## config.mk

```make
export PLATFORM = sky130hd
export DESIGN_NAME = cssc_scan_control
export DESIGN_NICKNAME = d
export VERILOG_FILES = /design/src/rtl/cssc_pkg.sv /design/src/rtl/cssc_scan_control.sv
export VERILOG_INCLUDE_DIRS = /design/src /design/src/rtl
export SDC_FILE = /design/constraint.sdc
export NUM_CORES = 1
export LEC_CHECK = 0
export ABC_AREA = 1
export BUFFER_PORTS_ARGS = -buffer_cell sky130_fd_sc_hd__clkbuf_2
export CAP_MARGIN = 20
export CORE_MARGIN = 2
export CORE_UTILIZATION = 30
export CTS_CLUSTER_DIAMETER = 150
export DETAILED_ROUTE_END_ITERATION = 8
export PLACE_DENSITY = 0.53
export SLEW_MARGIN = 10
export SYNTH_ARGS = -nofsm -noshare
export SYNTH_HDL_FRONTEND = slang
export SYNTH_SLANG_ARGS = --single-unit
```

## constraint.sdc

```tcl
create_clock -name clk -period 2.1 [get_ports clk]
set_input_delay 0.105 -clock clk [delete_from_list [all_inputs] [get_ports clk]]
set_output_delay 0.105 -clock clk [all_outputs]
set_load 0.01 [all_outputs]
```

## src/rtl/cssc_params.svh

```systemverilog
// Constants for the capacitive sense scan controller: register addresses, fields, resets.
// Assumes inclusion by bare name from the package and the controller module.
`ifndef CSSC_PARAMS_SVH
`define CSSC_PARAMS_SVH

`define CSSC_ADDR_CONFIG 8'hb0
`define CSSC_ADDR_CONTROL 8'hb1
`define CSSC_ADDR_SCAN_START 8'hb9
`define CSSC_ADDR_SCAN_END 8'hba
`define CSSC_ADDR_MUX_SELECT 8'hbb
`define CSSC_CFG_SRC_HI 6
`define CSSC_CFG_SRC_LO 4
`define CSSC_CFG_ACC_HI 1
`define CSSC_CFG_ACC_LO 0
`define CSSC_CTL_BUSY 1
`define CSSC_CTL_IRQ_FLAG 0
`define CSSC_RESET_BYTE 8'h00
`define CSSC_CONV_TIME_NS 38000
`define CSSC_CLK_PERIOD_NS 10
`define CSSC_CONV_CYCLES (`CSSC_CONV_TIME_NS / `CSSC_CLK_PERIOD_NS)

`endif

```

## src/rtl/cssc_pkg.sv

```systemverilog
// Types shared by the capacitive sense scan controller.
// Assumes the parameter header sits beside it in rtl/.
`include "cssc_params.svh"

package cssc_pkg;

    // Start-source codes of the three-bit trigger field.
    typedef enum logic [2:0] {
        cssc_src_software = 3'h0,
        cssc_src_timer0 = 3'h1,
        cssc_src_timer2 = 3'h2,
        cssc_src_timer1 = 3'h3,
        cssc_src_continuous = 3'h4,
        cssc_src_rsvd5 = 3'h5,
        cssc_src_rsvd6 = 3'h6,
        cssc_src_autoscan = 3'h7
    } cssc_src_t;

    // Special function register write/read request.
    typedef struct packed {
        logic wr;
        logic rd;
        logic [7:0] addr;
        logic [7:0] wdata;
    } cssc_sfr_req_t;

    typedef enum {
        cssc_idle,
        cssc_convert
    } cssc_state_t;

endpackage

```

## src/rtl/cssc_scan_control.sv

```systemverilog
// Conversion sequencing for the capacitive sense unit: trigger, accumulation, auto-scan.
// Assumes an SFR bus with one-cycle strobes, synchronous to clk, and an analog front end
// that reports a greater-than comparator event per conversion.
//
// What this block does
// - A three-bit start-source field picks the conversion trigger.
// - Software trigger: writing one to the busy bit starts a conversion.
// - Continuous modes wait for the busy bit, then convert back to back.
// - Complete interrupt request only when the complete interrupt enable is set.
// - With accumulation, completion is signalled only after the last conversion.
// - Start-source value 111b means continuous conversion with auto-scan.
// - With auto-scan on, writing scan start also loads the mux select.
// - With auto-scan on, writing one to busy starts the scan.
// - After the accumulation count, auto-scan steps mux select upward and converts.
// - At the end channel, mux select reloads the start channel and continues.
// - Every selected channel gets one attempt, analog-configured or not.
// - Auto-scan keeps running through suspend.
// - A greater-than event during suspend auto-scan wakes the device.
// - Scan start: bits 7:5 read zero, 4:0 hold the start channel, reset zero.
// - Scan end: low five bits hold the end channel, upper read zero.
`timescale 1ns/1ps
`include "cssc_params.svh"

module cssc_scan_control (
    input wire logic clk,
    input wire logic srst,
    input wire cssc_pkg::cssc_sfr_req_t sfr_req,
    input wire logic timer0_ovf,
    input wire logic timer1_ovf,
    input wire logic timer2_ovf,
    input wire logic complete_irq_enable,
    input wire logic suspend,
    input wire logic greater_than_event,
    output logic [7:0] sfr_rdata,
    output logic [4:0] channel_mux_select,
    output logic conv_active,
    output logic conv_done,
    output logic complete_irq,
    output logic wake
);

    localparam int unsigned CONV_CYCLES = `CSSC_CONV_CYCLES;
    // Register state; acc_count needs four bits so that a set of sixteen can be counted.
    logic [7:0] cap_sense_config;
    logic [4:0] scan_start_channel, scan_end_channel;
    logic conversion_busy_bit, irq_flag;
    logic [15:0] conv_count;
    logic [3:0] acc_count;
    cssc_pkg::cssc_state_t state;
    logic [7:0] next_config;
    logic [4:0] next_start, next_end, next_mux;
    logic next_busy, next_irq_flag;
    logic [15:0] next_conv_count;
    logic [3:0] next_acc_count;
    cssc_pkg::cssc_state_t next_state;
    logic [7:0] next_rdata;
    logic next_done, next_complete_irq, next_wake;
    // Number of conversions per accumulation set: codes 0, 1, 2, 3 map to 1/4/8/16.
    function automatic logic [4:0] acc_total(input logic [1:0] code);
        case (code)
            2'h0: acc_total = 5'h01;
            2'h1: acc_total = 5'h04;
            2'h2: acc_total = 5'h08;
            default: acc_total = 5'h10;
        endcase
    endfunction
    // Address match helper for write strobes.
    function automatic logic wr_hit(input cssc_pkg::cssc_sfr_req_t r, input logic [7:0] a);
        wr_hit = r.wr && (r.addr == a);
    endfunction
    cssc_pkg::cssc_src_t src;
    logic continuous, autoscan, trigger, busy_write, last_of_set;
    logic [4:0] acc_target;
    // Trigger selection and mode decode.
    always_comb begin
        src = cssc_pkg::cssc_src_t'(cap_sense_config[`CSSC_CFG_SRC_HI:`CSSC_CFG_SRC_LO]);
        autoscan = (src == cssc_pkg::cssc_src_autoscan);
        continuous = autoscan || (src == cssc_pkg::cssc_src_continuous);
        busy_write = wr_hit(sfr_req, `CSSC_ADDR_CONTROL) && sfr_req.wdata[`CSSC_CTL_BUSY];
        acc_target = acc_total(cap_sense_config[`CSSC_CFG_ACC_HI:`CSSC_CFG_ACC_LO]);
        case (src)
            cssc_pkg::cssc_src_software: trigger = busy_write;
            cssc_pkg::cssc_src_timer0: trigger = timer0_ovf;
            cssc_pkg::cssc_src_timer2: trigger = timer2_ovf;
            cssc_pkg::cssc_src_timer1: trigger = timer1_ovf;
            cssc_pkg::cssc_src_continuous: trigger = conversion_busy_bit || busy_write;
            cssc_pkg::cssc_src_autoscan: trigger = conversion_busy_bit || busy_write;
            default: trigger = 1'b0;
        endcase
        last_of_set = ({1'b0, acc_count} + 5'h01) >= acc_target;
    end
    // Register, sequencer and scan state next values.
    always_comb begin
        next_config = cap_sense_config;
        next_start = scan_start_channel;
        next_end = scan_end_channel;
        next_mux = channel_mux_select;
        next_busy = conversion_busy_bit;
        next_irq_flag = irq_flag;
        next_conv_count = conv_count;
        next_acc_count = acc_count;
        next_state = state;
        next_done = 1'b0;
        next_complete_irq = 1'b0;
        next_wake = 1'b0;
        if (wr_hit(sfr_req, `CSSC_ADDR_CONFIG)) begin
            next_config = sfr_req.wdata;
        end
        if (wr_hit(sfr_req, `CSSC_ADDR_SCAN_START)) begin
            next_start = sfr_req.wdata[4:0];
            if (autoscan) begin
                next_mux = sfr_req.wdata[4:0];
            end
        end
        if (wr_hit(sfr_req, `CSSC_ADDR_SCAN_END)) begin
            next_end = sfr_req.wdata[4:0];
        end
        if (wr_hit(sfr_req, `CSSC_ADDR_MUX_SELECT)) begin
            next_mux = sfr_req.wdata[4:0];
        end
        if (wr_hit(sfr_req, `CSSC_ADDR_CONTROL)) begin
            // Writing zero to the flag clears it; a completion this cycle wins below.
            if (!sfr_req.wdata[`CSSC_CTL_IRQ_FLAG]) begin
                next_irq_flag = 1'b0;
            end
            // Writing zero to busy stops continuous conversion after the current accumulation set.
            if (sfr_req.wdata[`CSSC_CTL_BUSY]) begin
                next_busy = 1'b1;
            end else if (continuous) begin
                next_busy = 1'b0;
            end
        end
        case (state)
            cssc_pkg::cssc_idle: begin
                if (trigger) begin
                    next_busy = 1'b1;
                    next_conv_count = 16'h0000;
                    next_state = cssc_pkg::cssc_convert;
                end
            end
            cssc_pkg::cssc_convert: begin
                next_conv_count = conv_count + 16'h0001;
                if (conv_count == 16'(CONV_CYCLES - 1)) begin
                    next_conv_count = 16'h0000;
                    if (autoscan && suspend && greater_than_event) begin
                        next_wake = 1'b1;
                    end
                    if (last_of_set) begin
                        next_acc_count = 4'h0;
                        next_done = 1'b1;
                        next_irq_flag = 1'b1;
                        next_complete_irq = complete_irq_enable;
                        if (autoscan) begin
                            if (channel_mux_select == scan_end_channel) begin
                                next_mux = scan_start_channel;
                            end else begin
                                next_mux = channel_mux_select + 5'h01;
                            end
                        end
                        if (!continuous) begin
                            next_busy = 1'b0;
                            next_state = cssc_pkg::cssc_idle;
                        end else if (!next_busy) begin
                            next_state = cssc_pkg::cssc_idle;
                        end
                    end else begin
                        next_acc_count = acc_count + 4'h1;
                    end
                end
            end
            default: next_state = cssc_pkg::cssc_idle;
        endcase
    end
    // Read data for the SFR bus, upper bits of channel registers read as zero.
    always_comb begin
        case (sfr_req.addr)
            `CSSC_ADDR_CONFIG: next_rdata = cap_sense_config;
            `CSSC_ADDR_CONTROL: next_rdata = {6'h00, next_busy, next_irq_flag};
            `CSSC_ADDR_SCAN_START: next_rdata = {3'h0, next_start};
            `CSSC_ADDR_SCAN_END: next_rdata = {3'h0, next_end};
            `CSSC_ADDR_MUX_SELECT: next_rdata = {3'h0, next_mux};
            default: next_rdata = 8'h00;
        endcase
    end
    // State registers; suspend gates only the wake pulse, so a scan keeps running.
    // Scan runs in suspend.
    always_ff @(posedge clk) begin
        if (srst) begin
            cap_sense_config <= `CSSC_RESET_BYTE;
            scan_start_channel <= 5'h00;
            scan_end_channel <= 5'h00;
            channel_mux_select <= 5'h00;
            conversion_busy_bit <= 1'b0;
            irq_flag <= 1'b0;
            conv_count <= 16'h0000;
            acc_count <= 4'h0;
            state <= cssc_pkg::cssc_idle;
            sfr_rdata <= 8'h00;
            conv_active <= 1'b0;
            conv_done <= 1'b0;
            complete_irq <= 1'b0;
            wake <= 1'b0;
        end else begin
            cap_sense_config <= next_config;
            scan_start_channel <= next_start;
            scan_end_channel <= next_end;
            channel_mux_select <= next_mux;
            conversion_busy_bit <= next_busy;
            irq_flag <= next_irq_flag;
            conv_count <= next_conv_count;
            acc_count <= next_acc_count;
            state <= next_state;
            sfr_rdata <= sfr_req.rd ? next_rdata : 8'h00;
            conv_active <= (next_state == cssc_pkg::cssc_convert);
            conv_done <= next_done;
            complete_irq <= next_complete_irq;
            wake <= next_wake;
        end
    end
    // Checks on the sequencing.
    property p_irq_gate;
        @(posedge clk) disable iff (srst) complete_irq |-> conv_done && $past(complete_irq_enable);
    endproperty
    a_irq_gate: assert property (p_irq_gate) else $error("irq without enable");
    property p_start_copy;
        @(posedge clk) disable iff (srst)
            wr_hit(sfr_req, `CSSC_ADDR_SCAN_START) && autoscan && state == cssc_pkg::cssc_idle
            |=> channel_mux_select == $past(sfr_req.wdata[4:0]);
    endproperty
    a_start_copy: assert property (p_start_copy) else $error("mux not loaded");
    property p_wrap;
        @(posedge clk) disable iff (srst)
            conv_done && $past(autoscan) && $past(channel_mux_select) == $past(scan_end_channel)
            |-> channel_mux_select == $past(scan_start_channel);
    endproperty
    a_wrap: assert property (p_wrap) else $error("no wrap");
    property p_step;
        @(posedge clk) disable iff (srst)
            conv_done && $past(autoscan) && $past(channel_mux_select) != $past(scan_end_channel)
            && !$past(wr_hit(sfr_req, `CSSC_ADDR_SCAN_START))
            && !$past(wr_hit(sfr_req, `CSSC_ADDR_MUX_SELECT))
            |-> channel_mux_select == $past(channel_mux_select) + 5'h01;
    endproperty
    a_step: assert property (p_step) else $error("no step");
    property p_sw_start;
        @(posedge clk) disable iff (srst)
            state == cssc_pkg::cssc_idle && src == cssc_pkg::cssc_src_software && busy_write
            |=> conv_active && conversion_busy_bit;
    endproperty
    a_sw_start: assert property (p_sw_start) else $error("sw start missed");
    property p_cont_wait;
        @(posedge clk) disable iff (srst)
            state == cssc_pkg::cssc_idle && continuous && !conversion_busy_bit && !busy_write
            |=> !conv_active;
    endproperty
    a_cont_wait: assert property (p_cont_wait) else $error("early continuous");
    property p_acc_done;
        @(posedge clk) disable iff (srst) conv_done |-> $past(last_of_set);
    endproperty
    a_acc_done: assert property (p_acc_done) else $error("early done");
    property p_busy_clear;
        @(posedge clk) disable iff (srst)
            conv_done && !$past(continuous) && !$past(busy_write) |-> !conversion_busy_bit;
    endproperty
    a_busy_clear: assert property (p_busy_clear) else $error("busy stuck");
    property p_upper_zero;
        @(posedge clk) disable iff (srst)
            $past(sfr_req.rd) && ($past(sfr_req.addr) == `CSSC_ADDR_SCAN_START
            || $past(sfr_req.addr) == `CSSC_ADDR_SCAN_END) |-> sfr_rdata[7:5] == 3'h0;
    endproperty
    a_upper_zero: assert property (p_upper_zero) else $error("upper bits set");
    c_done: cover property (@(posedge clk) disable iff (srst) conv_done);
    c_wrap: cover property (@(posedge clk) disable iff (srst) conv_done && autoscan
        && $past(channel_mux_select) == $past(scan_end_channel));
    c_wake: cover property (@(posedge clk) disable iff (srst) wake);
endmodule

```

Yosys cells after proc, flatten, opt, wreduce, memory -nomap -nowiden
Index checks and enable logic that the tools add are counted.
{"block": "totals", "input_bits": 26, "mem_count": 0, "wordCells": 98, "romBits": 0, "register_bits": 89, "output_inout_bits": 17, "ramBits": 0, "latchBits": 0}
{"block": "op_classes", "mul": 0, "bitwise_logic": 4, "n_lt_le_gt_ge": 1, "n_addsub": 4, "n_shift": 0, "n_mux": 38, "reduce_logical": 20, "div": 0, "eq_ne": 17}
{"operator": "32-bit 2-to-1 mux", "count": 5}
{"operator": "32-bit one-hot mux with 2 select lines", "count": 1}
{"operator": "5-bit 2-to-1 mux", "count": 10}
{"operator": "8-bit equality test, second input constant", "count": 5}
{"operator": "8-bit one-hot mux with 5 select lines", "count": 1}
{"operator": "32-bit by 1-bit equality test with 1-bit output, second input constant", "count": 1}
{"operator": "32-bit by 2-bit equality test with 1-bit output, second input constant", "count": 1}
{"operator": "32-bit zero test", "count": 1}
{"operator": "16-bit 2-to-1 mux", "count": 2}
{"operator": "16-bit one-hot mux with 2 select lines", "count": 1}
{"operator": "16-bit by 1-bit adder with 16-bit output, second input constant", "count": 1}
{"operator": "16-bit by 12-bit equality test with 1-bit output, second input constant", "count": 1}
{"operator": "5-bit one-hot mux with 3 select lines", "count": 1}
{"operator": "1-bit 2-to-1 mux", "count": 14}
{"operator": "1-bit logical AND", "count": 8}
{"operator": "3-bit by 2-bit equality test with 1-bit output, second input constant", "count": 2}
{"operator": "3-bit equality test, second input constant", "count": 2}
{"operator": "4-bit by 1-bit adder with 5-bit output, second input constant", "count": 1}
{"operator": "5-bit by 1-bit adder with 5-bit output, second input constant", "count": 1}
{"operator": "5-bit equality test", "count": 1}
{"operator": "5-bit greater-or-equal comparator", "count": 1}
{"operator": "1-bit one-hot mux with 5 select lines", "count": 1}
{"operator": "4-bit by 1-bit adder with 4-bit output, second input constant", "count": 1}
{"operator": "4-bit 2-to-1 mux", "count": 1}
{"operator": "14 further kinds", "count": 20}

Longest topological paths before layout
{"block": "depth", "ltp_word": 11, "ltp_mapped": 16, "ltp_nobuf": 16}

Worst setup path after synthesis
No wires, ideal clock.
{"block": "synth_path", "kind": "register to register", "start": "register acc_count[0]", "end": "register sfr_rdata[0]", "setup_time_ns": 0.146, "stages_incl_launch_ff": 13, "arrival_ns": 1.956, "required_time_ns": 1.954, "path_slack_ns": -0.003, "path_cell_list": "dfxtp_1 > ha_1 > xor2_1 > ha_1 > nand2_1 > nand2_1 > a21oi_1 > nand3_1 > nand2_2 > nor2_4 > or2_2 > a21oi_1 > a21oi_1"}
{"block": "synth_between", "elab_chain_len": 6, "word_cells_on_any_way": 9, "classes_between": "add/sub (1); order compare (1); mux (7)"}
{"element": "start: declaration", "line_no": "cssc_scan_control.sv:48", "source": "logic [3:0] acc_count;"}
{"element": "start signal: assignment", "line_no": "cssc_scan_control.sv:211", "source": "acc_count <= next_acc_count;"}
{"element": "4-bit by 1-bit adder with 5-bit output (*)", "line_no": "cssc_scan_control.sv:90", "source": "last_of_set = ({1'b0, acc_count} + 5'h01) >= acc_target;"}
{"element": "5-bit greater-or-equal comparator (*)", "line_no": "cssc_scan_control.sv:90"}
{"element": "5-bit 2-to-1 mux or 1-bit 2-to-1 mux (tied branches)", "line_no": "cssc_scan_control.sv:148", "source": "if (last_of_set) begin"}
{"element": "5-bit 2-to-1 mux or 1-bit 2-to-1 mux (tied branches)", "line_no": "cssc_scan_control.sv:143", "source": "if (conv_count == 16'(CONV_CYCLES - 1)) begin"}
{"element": "5-bit 2-to-1 mux or 1-bit 2-to-1 mux (tied branches)", "line_no": "cssc_scan_control.sv:133", "source": "case (state)"}
{"element": "8-bit one-hot mux with 5 select lines (*)", "line_no": "cssc_scan_control.sv:176", "source": "case (sfr_req.addr)"}
{"element": "end signal: assignment", "line_no": "cssc_scan_control.sv:213", "source": "sfr_rdata <= sfr_req.rd ? next_rdata : 8'h00;"}
{"element": "end: declaration", "line_no": "cssc_scan_control.sv:34", "source": "output logic [7:0] sfr_rdata,"}
Mark *: on every way between the ends. The rest lies on a longest branch, timed or not.
A chain may end at the register's enable or synchronous reset.

Worst setup path in the final report
{"block": "layout_path", "start": "register acc_count[1]", "end": "register sfr_rdata[0]"}
Same word-level chain as after synthesis.

==> impl_metrics.tcl <==
set metrics [dict create \
    cp-end-kind "flip-flop" \
    status "finished, final reports clean" \
    cts_tree "done" \
    clockPowerShare_pct 47.1 \
    cp_data_required_time_ns 2.33 \
    rsz0062_at_grt "true" \
    initial_core_util_pct 30.9 \
    power.net_switching_uw 739 \
    worstSetupPathType "flip-flop to flip-flop" \
    layout-drive-gt1-share_pct 21.3 \
    grt_max_degree 38 \
    routed_wl_um 10500 \
    switching_share_pct 21.2 \
    mappedNetlistArea_mm2 0.00413 \
    rows 42 \
    internal_power_mw 2.74 \
    synth-async-reset-ratio_pct 0 \
    fin_tns_setup_ns 0 \
    combPwrFrac_pct 3.2 \
    ys_seq_elements 89 \
    ff2ff_path_depth 12 \
    clkTransAtPathRegs_ns 0.06 \
    grt_pass1_wl_um 17600 \
    critical_path.max_fanout 3 \
    first_pass_iters 5 \
    regToRegSetupSlack_ns 0.01 \
    period_share_pct 99.4 \
    antenna_found_initial 0 \
    synth_edf_count 0 \
    die_area_mm2 0.0147 \
    multi_input_area_mm2 0.00234 \
    setup_viol 0 \
    seq_area_mm2 0.00179 \
    p_seq_share_pct 49.7 \
    synthFlopType "dfxtp_1" \
    place_area_mm2 0.00475 \
    r2r_start "acc_count[1]" \
    overflow 0 \
    place.gp.congestion 0.928 \
    dp.final_hpwl_um 7830 \
    power_density_mw_per_mm2 654 \
    area_delta_synth_final_pct 29.1 \
    ant_nets 0 \
    cts_made_buffers 9 \
    synth_top_area_share_pct 43.2 \
    cts_max_path_buffers 2 \
    setup_ws_ns 0.0125 \
    wl_per_cell_um 12.4 \
    yosysTopAreaCell "dfxtp_1" \
    synth_area_per_cell_um2 7.17 \
    p_leak_nw 2.25 \
    clk_latency_ns 0.34 \
    die-height_um 121 \
    fillers 1389 \
    drtIter0Drc 251 \
    die_w_um 121 \
    syn_inst 575 \
    whs_path_depth 3 \
    finalPower_mw 3.48 \
    drv_cap 0 \
    hold_end "cap_sense_config[6]" \
    peakVddDrop_mv 0.327 \
    min_from "sfr_req[6]" \
    hold_violations 0 \
    antenna_cells 0 \
    clock_sinks 89 \
    yosysWarnings 0 \
    grt_pass1_vias 3704 \
    min_period_ns 2.09 \
    grt_use_total_pct 15.0 \
    fin_area_mm2 0.00533 \
    clockRootBuffer "clkbuf_16" \
    via_count 3920 \
    critPathLaunchType "flip-flop" \
    io_buffers 42 \
    worstPathArrival_ns 2.31 \
    pre_cts_slack_ns -0.0909 \
    max_clock_freq_mhz 479 \
    fin_nets 704 \
    viasPerCell 4.60 \
    cts_max_level 3 \
    r2r-end "sfr_rdata[0]" \
    coreArea_mm2 0.0133 \
    hp-class "primary input to flip-flop" \
    synth_seq_area_share_pct 43.2 \
    synth_area_leaders "dfxtp_1 43%, nand2_1 11%, nor2_1 7.4%, nand3_1 5.8%, inv_1 4.8%" \
    yosysUniqueCellTypes 35 \
    slew_viol_final 0 \
    ios 43 \
    skew_ns 0.00555 \
    drc_errors 0 \
]
==> kinds of logic (layout without fill, tap and decap cells) <==
| group | after synthesis | after routing | synth area share (%) |
|---|---|---|---|
| fa+ha+maj | 7 | 7 | 2.12 |
| simple gates | 307 | 307 | 33.7 |
| compound gates | 76 | 76 | 9.92 |
| buf+inv | 77 | 148 | 7.19 |
| other cells | 1 | 31 | 0.0909 |
| xor+xnor | 18 | 18 | 3.82 |
| flops | 89 | 89 | 43.2 |
==> worst max-delay path: stages (launching register included) <==
cell     delay (ns)
dfxtp_4        0.38
ha_4           0.17
xor2_4         0.19
ha_4           0.23
nand2_1        0.06
nand2_1        0.06
a21oi_2        0.13
nand3_2        0.11
nand2_2        0.10
nor2_4         0.05
or2_2          0.29
a21oi_2        0.12
a21oi_1        0.07
==> cells in the final DEF (no fill, tap or decap), types with 3 or more instances in the layout <==
| cell type | count |
|---|---|
| nor4_1 | 4 |
| dfxtp_1 | 86 |
| o21ai_0 | 17 |
| ha_4 | 4 |
| nor3_1 | 12 |
| nand2_1 | 112 |
| nand2_2 | 12 |
| clkbuf_16 | 9 |
| xor2_1 | 15 |
| buf_4 | 21 |
| inv_1 | 51 |
| o21ai_1 | 11 |
| nor2_2 | 4 |
| nor2_4 | 6 |
| nand3_2 | 3 |
| dfxtp_4 | 3 |
| a21oi_1 | 30 |
| clkbuf_2 | 42 |
| o22ai_1 | 5 |
| dlygate4sd3_1 | 3 |
| conb_1 | 31 |
| a21oi_2 | 5 |
| nand2_4 | 3 |
| nand4_1 | 15 |
| nor2_1 | 80 |
| nand3b_1 | 4 |
| nand3_1 | 44 |
| inv_2 | 12 |
==> layer usage <==
metal / track usage (%) / vias to the layer above / routed length, µm
li1: - / 2032 / -
met1: 18.8 / 1804 / 4810
met2: 25.8 / 73 / 5140
met3: 3.57 / 11 / 457
met4: 3.81 / 0 / 121
met5: 0 / - / 0
==> power by group through the flow <==
stage	Clock, mW	Sequential [mW]	Combinational [mW]
global placement	0	1.77	0.107
CTS	1.69	1.73	0.111
floorplan	0	1.77	0.0596
detailed placement	0	1.77	0.108
finish	1.64	1.73	0.112
global route	1.77	1.73	0.129
==> worst max path at each step <==
stage                     slack [ns]    startpoint               endpoint  cells after the start
final                           0.01  acc_count[1]           sfr_rdata[0]                     12
after global routing           -0.09  acc_count[1]  channel_mux_select[0]                     14
after CTS                       0.01  acc_count[0]           sfr_rdata[0]                     12
after detailed placement       -0.09  acc_count[1]           sfr_rdata[0]                     12
after global placement         0.004  acc_count[0]           sfr_rdata[1]                     15
after floorplan                0.005  acc_count[0]           sfr_rdata[0]                     12
==> cells in the mapped netlist (2+ instances only) <==
library cell / count
nor2_4: 4
a21oi_1: 35
nand3_1: 48
o21ai_1: 12
nor4_1: 4
o21ai_0: 17
nor2_1: 81
clkbuf_1: 8
nor2_2: 5
ha_1: 7
buf_2: 5
nand2_2: 7
nor3_2: 2
o22ai_1: 5
or2_2: 2
nand2_1: 120
dfxtp_1: 89
inv_2: 10
nor3_1: 12
o211ai_1: 2
nand3b_1: 4
nand4_1: 15
inv_1: 53
xor2_1: 17
==> layout make-up <==
type / count / share of cell area (%)
tap: 176 / 4.13
inverter: 64 / 4.56
clock buffer: 12 / 4.82
clock inverter: 4 / 0.963
sequential: 89 / 33.7
multi-input combinational: 439 / 44.0
timing repair buffer: 68 / 7.89
==> stage by stage <==
step / std cells / util, % / hold WS [ns]
2_1_floorplan: 605 / - / 0.254
3_3_place_gp: 828 / 35.6 / 0.349
3_5_place_dp: 828 / 35.6 / 0.353
4_1_cts: 848 / 38.4 / 0.0482
5_1_grt: 852 / 39.9 / 0.0783
6_report: 852 / 39.9 / 0.0485
==> state kept, by name (all words and copies together) (netlist names) <==
name	cells
complete_irq	1
irq_flag	1
sfr_rdata	8
conversion_busy_bit	1
state	32
cap_sense_config	8
scan_start_channel	5
acc_count	4
scan_end_channel	5
conv_active	1
conv_count	16
wake	1
channel_mux_select	5
conv_done	1
==> what timing repair did <==
action,in CTS,in global routing
pin swaps,3,17
endpoints found under the setup margin,10,18
setup buffers,1,4
resized for setup,10,36
cloned,0,0
hold endpoints to repair,2,0
hold buffers,3,0
(Power assumes the default switching activity.)
